<file path="src/sfpf_pkg.sv">
package sfpf_pkg;

  // Input synchroniser depth and byte framing
  localparam int SYNC_STAGES = 3;
  localparam int BYTE_BITS = 8;

  // Array address split: 4 KB sectors, 32 KB and 64 KB blocks
  localparam int ADDR_W = 24;
  localparam int ADDR_MSB_DEF = 19;
  localparam int SECTOR_LSB = 12;
  localparam int BLK32_LSB = 15;
  localparam int BLK64_LSB = 16;

  // Line widths of a transfer
  localparam logic [3:0] WIDTH_SINGLE = 4'h1;
  localparam logic [3:0] WIDTH_DUAL = 4'h2;
  localparam logic [3:0] WIDTH_QUAD = 4'h4;
  localparam logic [3:0] BYTE_CNT = 4'h8;

  // Reset values
  localparam logic [3:0] OE_ALL_OFF = 4'hf;
  localparam logic [3:0] OUT_RST = 4'h0;
  localparam logic [3:0] CNT_RST = 4'h0;
  localparam logic [7:0] BYTE_RST = 8'h00;
  // Select starts low so that only a real high can arm the first select
  localparam logic [5:0] PIN_LVL_RST = 6'h3d;

  // Pin vector positions in the synchroniser
  localparam int PIN_SCK = 0;
  localparam int PIN_CS = 1;
  localparam int PIN_IO0 = 2;

  typedef enum logic [1:0] {
    ST_DESEL = 2'b00,
    ST_ACTIVE = 2'b01,
    ST_PAUSED = 2'b11,
    ST_HWRESET = 2'b10
  } sfpf_state_e;

endpackage : sfpf_pkg

</file>
<file path="src/sfpf_pin_front_end.sv">
`timescale 1ns/10ps
module sfpf_pin_front_end #(
  parameter int ADDR_MSB = sfpf_pkg::ADDR_MSB_DEF
) (
  // Clock and reset
  input wire logic sys_clk,
  input wire logic nrst,
  // Serial pins
  input wire logic sckPin,
  input wire logic csPinN,
  input wire logic [3:0] dataLineIn,
  output logic [3:0] dataLineOut,
  output logic [3:0] dataLineOeN,
  // Configuration
  input wire logic quadPinsEnable,
  input wire logic pin3FunctionSelect,
  input wire logic statusLockBit,
  input wire logic fourLineCommandMode,
  input wire logic dualXfer,
  input wire logic quadXfer,
  // Core byte stream
  input wire logic [7:0] txByte,
  input wire logic txDrive,
  output logic txByteTaken,
  output logic [7:0] rxByte,
  output logic rxValid,
  // Status and pin roles
  output logic statusWrAllowed,
  output logic pauseMode,
  output logic resetMode,
  output logic selected,
  // Array decode
  input wire logic [sfpf_pkg::ADDR_W-1:0] arrayAddr,
  output logic [ADDR_MSB-sfpf_pkg::SECTOR_LSB:0] sectorNum,
  output logic [ADDR_MSB-sfpf_pkg::BLK32_LSB:0] block32Num,
  output logic [ADDR_MSB-sfpf_pkg::BLK64_LSB:0] block64Num
);

  if (ADDR_MSB < sfpf_pkg::BLK64_LSB || ADDR_MSB >= sfpf_pkg::ADDR_W) begin : g_addrChk
    $error("ADDR_MSB out of range");
  end

  function automatic logic [3:0] lineWidth(input logic dual, input logic quad);
    if (quad) begin
      return sfpf_pkg::WIDTH_QUAD;
    end else if (dual) begin
      return sfpf_pkg::WIDTH_DUAL;
    end
    return sfpf_pkg::WIDTH_SINGLE;
  endfunction : lineWidth

  // Top bits of a byte placed on the lines used by the width
  function automatic logic [3:0] placeChunk(input logic [7:0] b, input logic [3:0] w);
    if (w == sfpf_pkg::WIDTH_QUAD) begin
      return b[7:4];
    end else if (w == sfpf_pkg::WIDTH_DUAL) begin
      return {2'h0, b[7:6]};
    end
    return {2'h0, b[7], 1'b0};
  endfunction : placeChunk

  function automatic logic [3:0] lineMask(input logic [3:0] w);
    if (w == sfpf_pkg::WIDTH_QUAD) begin
      return 4'hf;
    end else if (w == sfpf_pkg::WIDTH_DUAL) begin
      return 4'h3;
    end
    return 4'h2;
  endfunction : lineMask

  // Synchroniser: three stages, a level counts once stages two and three agree
  logic [5:0] sync1_ff, sync2_ff, sync3_ff, pinLvl_ff;
  logic [5:0] nxt_pinLvl;

  always_comb begin
    for (int i = 0; i < 6; i++) begin
      nxt_pinLvl[i] = (sync2_ff[i] == sync3_ff[i]) ? sync3_ff[i] : pinLvl_ff[i];
    end
  end

  always_ff @(posedge sys_clk or negedge nrst) begin
    if (!nrst) begin
      sync1_ff <= sfpf_pkg::PIN_LVL_RST;
      sync2_ff <= sfpf_pkg::PIN_LVL_RST;
      sync3_ff <= sfpf_pkg::PIN_LVL_RST;
      pinLvl_ff <= sfpf_pkg::PIN_LVL_RST;
    end else begin
      sync1_ff <= {dataLineIn, csPinN, sckPin};
      sync2_ff <= sync1_ff;
      sync3_ff <= sync2_ff;
      pinLvl_ff <= nxt_pinLvl;
    end
  end

  logic sckRise, sckFall, csLvl;
  logic [3:0] ioLvl;
  assign sckRise = nxt_pinLvl[sfpf_pkg::PIN_SCK] && !pinLvl_ff[sfpf_pkg::PIN_SCK];
  assign sckFall = !nxt_pinLvl[sfpf_pkg::PIN_SCK] && pinLvl_ff[sfpf_pkg::PIN_SCK];
  assign csLvl = nxt_pinLvl[sfpf_pkg::PIN_CS];
  assign ioLvl = nxt_pinLvl[sfpf_pkg::PIN_IO0 +: 4];

  // Pin roles
  logic pauseReq, hwResetReq, protectLow, quadLines;
  logic [3:0] width;
  assign pauseReq = !quadPinsEnable && !pin3FunctionSelect && !ioLvl[3];
  assign hwResetReq = !quadPinsEnable && pin3FunctionSelect && !ioLvl[3];
  assign protectLow = !quadPinsEnable && !ioLvl[2];
  // Quad lines need pins three and four freed from their other roles
  assign quadLines = quadPinsEnable && (quadXfer || fourLineCommandMode);
  assign width = lineWidth(dualXfer, quadLines);

  // Link state
  sfpf_pkg::sfpf_state_e state_ff, nxt_state;
  logic armed_ff, nxt_armed, paused_ff, nxt_paused, inReset_ff, nxt_inReset;

  always_comb begin
    // Power-up: chip select must be seen high before a select counts
    nxt_armed = armed_ff || csLvl;
    if (hwResetReq) begin
      nxt_state = sfpf_pkg::ST_HWRESET;
    end else if (csLvl || !armed_ff) begin
      nxt_state = sfpf_pkg::ST_DESEL;
    end else if (pauseReq) begin
      nxt_state = sfpf_pkg::ST_PAUSED;
    end else begin
      nxt_state = sfpf_pkg::ST_ACTIVE;
    end
    nxt_paused = (nxt_state == sfpf_pkg::ST_PAUSED);
    nxt_inReset = (nxt_state == sfpf_pkg::ST_HWRESET);
  end

  always_ff @(posedge sys_clk or negedge nrst) begin
    if (!nrst) begin
      state_ff <= sfpf_pkg::ST_DESEL;
      armed_ff <= 1'b0;
      paused_ff <= 1'b0;
      inReset_ff <= 1'b0;
    end else begin
      state_ff <= nxt_state;
      armed_ff <= nxt_armed;
      paused_ff <= nxt_paused;
      inReset_ff <= nxt_inReset;
    end
  end

  // Shift datapath
  logic [7:0] rxShift_ff, nxt_rxShift, txShift_ff, nxt_txShift, rxByte_ff, nxt_rxByte;
  logic [3:0] rxCnt_ff, nxt_rxCnt, txCnt_ff, nxt_txCnt;
  logic [3:0] out_ff, nxt_out, oeN_ff, nxt_oeN;
  logic rxValid_ff, nxt_rxValid, taken_ff, nxt_taken;
  logic [7:0] shifted;
  logic [3:0] sum;

  always_comb begin
    nxt_rxShift = rxShift_ff;
    nxt_rxCnt = rxCnt_ff;
    nxt_rxByte = rxByte_ff;
    nxt_rxValid = 1'b0;
    nxt_txShift = txShift_ff;
    nxt_txCnt = txCnt_ff;
    nxt_out = out_ff;
    nxt_taken = 1'b0;
    nxt_oeN = sfpf_pkg::OE_ALL_OFF;
    shifted = sfpf_pkg::BYTE_RST;
    sum = sfpf_pkg::CNT_RST;
    unique case (nxt_state)
      sfpf_pkg::ST_ACTIVE: begin
        if (sckRise) begin
          // Sample on rising edge, MSB first
          unique case (width)
            sfpf_pkg::WIDTH_QUAD: shifted = {rxShift_ff[3:0], ioLvl};
            sfpf_pkg::WIDTH_DUAL: shifted = {rxShift_ff[5:0], ioLvl[1:0]};
            default: shifted = {rxShift_ff[6:0], ioLvl[0]};
          endcase
          sum = rxCnt_ff + width;
          if (sum >= sfpf_pkg::BYTE_CNT) begin
            nxt_rxByte = shifted;
            nxt_rxValid = 1'b1;
            nxt_rxCnt = sfpf_pkg::CNT_RST;
          end else begin
            nxt_rxCnt = sum;
          end
          nxt_rxShift = shifted;
        end
        if (sckFall && txDrive) begin
          // Drive from falling edge; a new byte is taken at each byte start
          if (txCnt_ff == sfpf_pkg::CNT_RST) begin
            nxt_out = placeChunk(txByte, width);
            nxt_txShift = txByte << width;
            nxt_txCnt = sfpf_pkg::BYTE_CNT - width;
            nxt_taken = 1'b1;
          end else begin
            nxt_out = placeChunk(txShift_ff, width);
            nxt_txShift = txShift_ff << width;
            nxt_txCnt = txCnt_ff - width;
          end
        end
        if (txDrive) begin
          nxt_oeN = ~lineMask(width);
        end
      end
      sfpf_pkg::ST_PAUSED: begin
        // Everything holds, output released
        nxt_oeN = sfpf_pkg::OE_ALL_OFF;
      end
      default: begin
        // Deselect or hardware reset ends the sequence
        nxt_rxShift = sfpf_pkg::BYTE_RST;
        nxt_rxCnt = sfpf_pkg::CNT_RST;
        nxt_txShift = sfpf_pkg::BYTE_RST;
        nxt_txCnt = sfpf_pkg::CNT_RST;
        nxt_out = sfpf_pkg::OUT_RST;
      end
    endcase
  end

  always_ff @(posedge sys_clk or negedge nrst) begin
    if (!nrst) begin
      rxShift_ff <= sfpf_pkg::BYTE_RST;
      rxCnt_ff <= sfpf_pkg::CNT_RST;
      rxByte_ff <= sfpf_pkg::BYTE_RST;
      rxValid_ff <= 1'b0;
      txShift_ff <= sfpf_pkg::BYTE_RST;
      txCnt_ff <= sfpf_pkg::CNT_RST;
      out_ff <= sfpf_pkg::OUT_RST;
      oeN_ff <= sfpf_pkg::OE_ALL_OFF;
      taken_ff <= 1'b0;
    end else begin
      rxShift_ff <= nxt_rxShift;
      rxCnt_ff <= nxt_rxCnt;
      rxByte_ff <= nxt_rxByte;
      rxValid_ff <= nxt_rxValid;
      txShift_ff <= nxt_txShift;
      txCnt_ff <= nxt_txCnt;
      out_ff <= nxt_out;
      oeN_ff <= nxt_oeN;
      taken_ff <= nxt_taken;
    end
  end

  // Status protection and array decode
  logic wrAllowed_ff, nxt_wrAllowed;
  logic [ADDR_MSB-sfpf_pkg::SECTOR_LSB:0] sector_ff, nxt_sector;
  logic [ADDR_MSB-sfpf_pkg::BLK32_LSB:0] blk32_ff, nxt_blk32;
  logic [ADDR_MSB-sfpf_pkg::BLK64_LSB:0] blk64_ff, nxt_blk64;

  always_comb begin
    // Protect pin is ignored once it serves as a data line
    nxt_wrAllowed = !(statusLockBit && protectLow);
    nxt_sector = arrayAddr[ADDR_MSB:sfpf_pkg::SECTOR_LSB];
    nxt_blk32 = arrayAddr[ADDR_MSB:sfpf_pkg::BLK32_LSB];
    nxt_blk64 = arrayAddr[ADDR_MSB:sfpf_pkg::BLK64_LSB];
  end

  always_ff @(posedge sys_clk or negedge nrst) begin
    if (!nrst) begin
      wrAllowed_ff <= 1'b1;
      sector_ff <= '0;
      blk32_ff <= '0;
      blk64_ff <= '0;
    end else begin
      wrAllowed_ff <= nxt_wrAllowed;
      sector_ff <= nxt_sector;
      blk32_ff <= nxt_blk32;
      blk64_ff <= nxt_blk64;
    end
  end

  assign dataLineOut = out_ff;
  assign dataLineOeN = oeN_ff;
  assign txByteTaken = taken_ff;
  assign rxByte = rxByte_ff;
  assign rxValid = rxValid_ff;
  assign statusWrAllowed = wrAllowed_ff;
  assign pauseMode = paused_ff;
  assign resetMode = inReset_ff;
  assign selected = state_ff[0];
  assign sectorNum = sector_ff;
  assign block32Num = blk32_ff;
  assign block64Num = blk64_ff;

  // Checks
  quad_no_protect_a: assert property (@(posedge sys_clk) disable iff (!nrst)
    quadPinsEnable && $stable(quadPinsEnable) |=> statusWrAllowed)
    else $error("protect pin honoured while quad pins enabled");

  quad_no_hold_a: assert property (@(posedge sys_clk) disable iff (!nrst)
    quadPinsEnable |=> !pauseMode && !resetMode)
    else $error("pause or reset active while quad pins enabled");

  pin4_role_a: assert property (@(posedge sys_clk) disable iff (!nrst)
    pauseMode |-> !$past(pin3FunctionSelect) && !$past(quadPinsEnable))
    else $error("pause mode with reset function selected");

  pause_freeze_a: assert property (@(posedge sys_clk) disable iff (!nrst)
    pauseMode ##1 pauseMode |-> $stable(rxCnt_ff) && $stable(rxShift_ff) && !rxValid)
    else $error("transfer state moved during pause");

  pause_hiz_a: assert property (@(posedge sys_clk) disable iff (!nrst)
    pauseMode |-> dataLineOeN == sfpf_pkg::OE_ALL_OFF)
    else $error("output driven during pause");

  reset_hiz_a: assert property (@(posedge sys_clk) disable iff (!nrst)
    resetMode |-> dataLineOeN == sfpf_pkg::OE_ALL_OFF && rxCnt_ff == sfpf_pkg::CNT_RST)
    else $error("outputs or state live in reset mode");

  rise_sample_a: assert property (@(posedge sys_clk) disable iff (!nrst)
    rxValid |-> pinLvl_ff[sfpf_pkg::PIN_SCK] && !$past(pinLvl_ff[sfpf_pkg::PIN_SCK]))
    else $error("byte completed without a rising clock edge");
  block_align_a: assert property (@(posedge sys_clk) disable iff (!nrst)
    block32Num == sectorNum[ADDR_MSB-sfpf_pkg::SECTOR_LSB:3]
      && block64Num == sectorNum[ADDR_MSB-sfpf_pkg::SECTOR_LSB:4])
    else $error("block number not aligned to sector groups");
  desel_hiz_a: assert property (@(posedge sys_clk) disable iff (!nrst)
    !armed_ff || pinLvl_ff[sfpf_pkg::PIN_CS] |-> !selected
      && dataLineOeN == sfpf_pkg::OE_ALL_OFF && !rxValid)
    else $error("active while deselected or before first select");

  lock_refuse_a: assert property (@(posedge sys_clk) disable iff (!nrst)
    statusLockBit && !quadPinsEnable && !ioLvl[2] && $stable(statusLockBit)
      |=> !statusWrAllowed)
    else $error("status write allowed with lock and protect low");

endmodule : sfpf_pin_front_end

</file>
<file path="config.mk">
export PLATFORM = sky130hd
export DESIGN_NAME = sfpf_pin_front_end
export DESIGN_NICKNAME = d
export VERILOG_FILES = /design/src/sfpf_pkg.sv /design/src/sfpf_pin_front_end.sv
export SDC_FILE = /design/constraint.sdc
export NUM_CORES = 1
export LEC_CHECK = 0
export ABC_AREA = 1
export BUFFER_PORTS_ARGS = -buffer_cell sky130_fd_sc_hd__buf_2
export CORE_MARGIN = 5
export CORE_UTILIZATION = 30
export CTS_BUF_LIST = sky130_fd_sc_hd__clkbuf_16
export DETAILED_ROUTE_END_ITERATION = 16
export PLACE_DENSITY_LB_ADDON = 0.1
export SLEW_MARGIN = 20
export SYNTH_ARGS = -nofsm -noshare
export SYNTH_HDL_FRONTEND = slang
export SYNTH_SLANG_ARGS = --single-unit
</file>
<file path="constraint.sdc">
create_clock -name sys_clk -period 2.1 [get_ports sys_clk]
set_clock_uncertainty 0.1 [all_clocks]
set_input_delay 0.21 -clock sys_clk [delete_from_list [all_inputs] [get_ports sys_clk]]
set_output_delay 0.21 -clock sys_clk [all_outputs]
set_load 0.02 [all_outputs]
</file>
==> flow_metrics.py <==
metrics = {
    "sta": {
        "max_slew_margin": 0.658,
        "worst_pin_slew_ns": 0.513,
        "rsz0062_at_grt": "false",
        "setup_viol": 0,
        "fmax_ghz": 0.532,
        "post-route-min-period_ns": 1.88,
        "tns_ns": 0,
        "worst_slack_ns": 0.219,
        "slew_violations": 0,
        "finalHoldViolations": 0,
        "post-route-period-util": 0.896,
    },
    "logic_synthesis": {
        "synth_nets": 425,
        "synthFlopType": "dfrtp_1",
        "ys_seq_area_frac": 0.575,
        "synth_xor_area_frac": 0,
        "synth_area_um2": 3410,
        "syn_avg_cell_area_um2": 9.16,
        "synth_fa_ha_area_frac": 0.0279,
        "synth.distinct_cells": 32,
        "synthArstFlopShare": 1.00,
        "synthTopCellsByArea": "dfrtp_1 (39%), dfstp_2 (19%), nand2_1 (13%), inv_1 (4.3%), nor2_1 (2.9%)",
        "synth_top_family_by_area": "simple AND/OR/NAND/NOR gates",
        "syn_inst": 372,
        "synth_seq_cells": 77,
        "synth_mux_area_frac": 0.00294,
        "post_synth_and_or_nand_nor_area_fraction": 0.243,
        "yosysWarnings": 0,
        "synth-edff-count": 0,
        "synth_compound_area_frac": 0.0647,
        "ys_top_cells_by_count": "nand2_1 (121), dfrtp_1 (53), inv_1 (39)",
        "yosysTopAreaCellShare": 0.389,
        "yosysMostFrequentCell": "nand2_1",
        "synth_top_area_cell": "dfrtp_1",
    },
    "route": {
        "drt_wl_total_um": 7880,
        "drtPass1Iterations": 4,
        "wl_per_cell_um": 12.9,
        "vias": 2687,
        "dr.first_iter.drc_count": 122,
        "ant_nets": 0,
        "drcViolationCount": 0,
        "post_drt_via_cell_ratio": 4.39,
    },
    "setup_path": {
        "critPathMaxFanout": 12,
        "cp-end-kind": "flip-flop",
        "criticalPathCategory": "flip-flop to flip-flop",
        "worstReg2RegStart": "sync3_ff[5]",
        "crit_chain": "inv_1 > o21bai_1 > nand2_1 > nand2_2 > nand2_4 > nor2_4 > nand3_4 > nand2_1 > nand2_1",
        "cpMostUsedCell": "nand2_1",
        "slowest_delay_ns": 0.51,
        "r2r-end": "rxByte[3]",
        "rrSetupSlack_ns": 0.22,
        "startpoint_type": "flip-flop",
        "cp_data_required_time_ns": 2.22,
        "arrival_ns": 2.00,
        "critPathBufInv": 1,
        "crit_slowest_cell": "dfstp_2",
        "crit_family": "simple AND/OR/NAND/NOR gates",
        "reg2reg_depth": 9,
    },
    "cts": {
        "cts_tree": "built",
        "cts-htree-levels": 3,
        "cts.sink_count": 77,
        "cts_setup_buffers": 0,
        "clk_latency_ns": 0.33,
        "cts_buffers": 9,
        "clk_pin_slew_ns": 0.06,
        "root_buffer": "clkbuf_16",
        "clock_path_buffers": 2,
    },
    "die": {
        "die_x_um": 117,
        "rows": 39,
        "die_y_um": 117,
        "io_pins": 86,
        "dieArea_um2": 13600,
        "coreArea_um2": 11300,
        "start_util": 0.302,
    },
    "finish": {
        "synthToLayoutAreaGrowth_pct": 29.2,
        "nets": 517,
        "layout-drive-gt1-share": 0.296,
        "antenna_cells": 0,
        "fin_area_um2": 4400,
        "fillCellCount": 1145,
    },
    "placement": {
        "port_buffers": 69,
        "gp_congestion": 0.787,
        "place_ws_ns": 0.197,
        "postPlaceCellArea_um2": 3920,
        "dp_hpwl_um": 5630,
    },
    "run_status": {
        "status": "completed",
    },
    "min_path": {
        "worstHoldPathCells": 3,
        "min-delay-start": "pin3FunctionSelect",
        "hp-class": "input port to flip-flop",
        "min_to": "resetMode",
    },
    "global_route": {
        "grt_first_pass_wirelength_um": 13300,
        "gr-total-overflow": 0,
        "grt_max_degree": 42,
        "grt_pass1_vias": 2745,
        "antenna_found_initial": 0,
        "track_usage": 0.127,
    },
    "pwr": {
        "pwr_density_cell_nw_per_um2": 893,
        "ir_drop_uv": 508,
        "p_leak_uw": 0.00230,
    },
    "flow_run": {
        "max-cap-violations": 0,
    },
}
## through the flow
stage	hold WS [ns]	std cells	util	total power [uW]
2_1_floorplan	-0.186	372	-	2080
3_3_place_gp	0.121	579	0.347	2300
3_5_place_dp	0.123	579	0.347	2300
4_1_cts	0.0804	612	0.390	4000
5_1_grt	0.117	612	0.390	4150
6_report	0.0791	612	0.390	3930
## layout make-up
| cell class | count | area (um2) | share of cell area |
|---|---|---|---|
| multi-input combinational | 232 | 1150 | 0.262 |
| inverter | 45 | 169 | 0.0384 |
| tap | 143 | 179 | 0.0406 |
| sequential | 77 | 1960 | 0.445 |
| clock buffer | 9 | 225 | 0.0512 |
| clock inverter | 7 | 90.1 | 0.0205 |
| timing repair buffer | 99 | 628 | 0.143 |
## cells in the final DEF, fill, tap and decap left out, types with 2 or more instances in the layout
| cell | Yosys | final |
|---|---|---|
| o211ai_1 | 2 | 2 |
| a21oi_1 | 2 | 2 |
| bufinv_16 | 0 | 2 |
| o22ai_1 | 5 | 5 |
| dlygate4sd3_1 | 0 | 17 |
| ha_1 | 6 | 6 |
| o21ai_1 | 7 | 7 |
| o21bai_1 | 2 | 2 |
| nor2_1 | 26 | 26 |
| inv_1 | 39 | 40 |
| inv_2 | 6 | 6 |
| clkbuf_16 | 0 | 9 |
| maj3_1 | 2 | 2 |
| dfrtp_1 | 53 | 53 |
| nand2_2 | 2 | 2 |
| nand2_1 | 121 | 121 |
| nand3_1 | 18 | 18 |
| and3_1 | 2 | 2 |
| nand3_2 | 4 | 4 |
| nand4_1 | 10 | 10 |
| buf_2 | 5 | 68 |
| o21ai_4 | 2 | 2 |
| dfstp_2 | 24 | 24 |
| buf_4 | 10 | 13 |
| o21ai_0 | 13 | 13 |
## repair_timing
| action | in CTS | in global routing |
|---|---|---|
| resized for setup | 0 | 0 |
| hold buffers | 17 | 0 |
| endpoints found under the hold margin | 46 | 0 |
## sequential cells by signal, summed over array words and instances, names as in the netlist
| name | cells |
|---|---|
| rxShift_ff | 7 |
| resetMode | 1 |
| block64Num | 3 |
| block32Num | 2 |
| statusWrAllowed | 1 |
| sync3_ff | 6 |
| sync2_ff | 6 |
| txByteTaken | 1 |
| rxValid | 1 |
| txShift_ff | 8 |
| pauseMode | 1 |
| armed_ff | 1 |
| sync1_ff | 6 |
| rxCnt_ff | 4 |
| txCnt_ff | 4 |
| rxByte | 8 |
| dataLineOut | 4 |
| state_ff | 1 |
| dataLineOeN | 3 |
| sectorNum | 3 |
| pinLvl_ff | 6 |
## worst max-delay path by stage
stage                    endpoint  cells after the start  slack [ns]                start
global route        txShift_ff[2]                      7        0.05          txCnt_ff[1]
floorplan               rxByte[0]                     12        0.30       quadPinsEnable
finish                  rxByte[3]                      9        0.22          sync3_ff[5]
CTS                 rxShift_ff[5]                      9        0.19          sync3_ff[5]
global placement      rxCnt_ff[2]                     12        0.22  fourLineCommandMode
detailed placement      rxByte[1]                     12        0.20       quadPinsEnable
## worst register-to-register path, cell delays in order (launching register included)
cell	delay, ns
dfstp_2	0.51
inv_1	0.04
o21bai_1	0.12
nand2_1	0.12
nand2_2	0.14
nand2_4	0.11
nor2_4	0.30
nand3_4	0.18
nand2_1	0.09
nand2_1	0.05
## per-layer routing
layer / vias to the layer above / GRT usage / share of wire
li1: 1356 / - / -
met1: 1256 / 0.157 / 0.45
met2: 65 / 0.208 / 0.48
met3: 10 / 0.0326 / 0.057
met4: 0 / 0.0596 / 0.018
met5: - / 0 / 0
## logic make-up after synthesis
group | after synthesis
simple gates | 189
fa+ha+maj | 8
compound gates | 34
flops | 77
buf+inv | 63
mux | 1
## power by group
| part | switching, uW | internal, uW | leakage [uW] | total [uW] |
|---|---|---|---|---|
| registers | 55.1 | 1620 | 0.000949 | 1670 |
| logic | 399 | 219 | 0.00119 | 618 |
| clock network | 604 | 1040 | 0.000159 | 1640 |
| total | 1060 | 2870 | 0.00230 | 3930 |
Power figures use the tool's default switching activity.
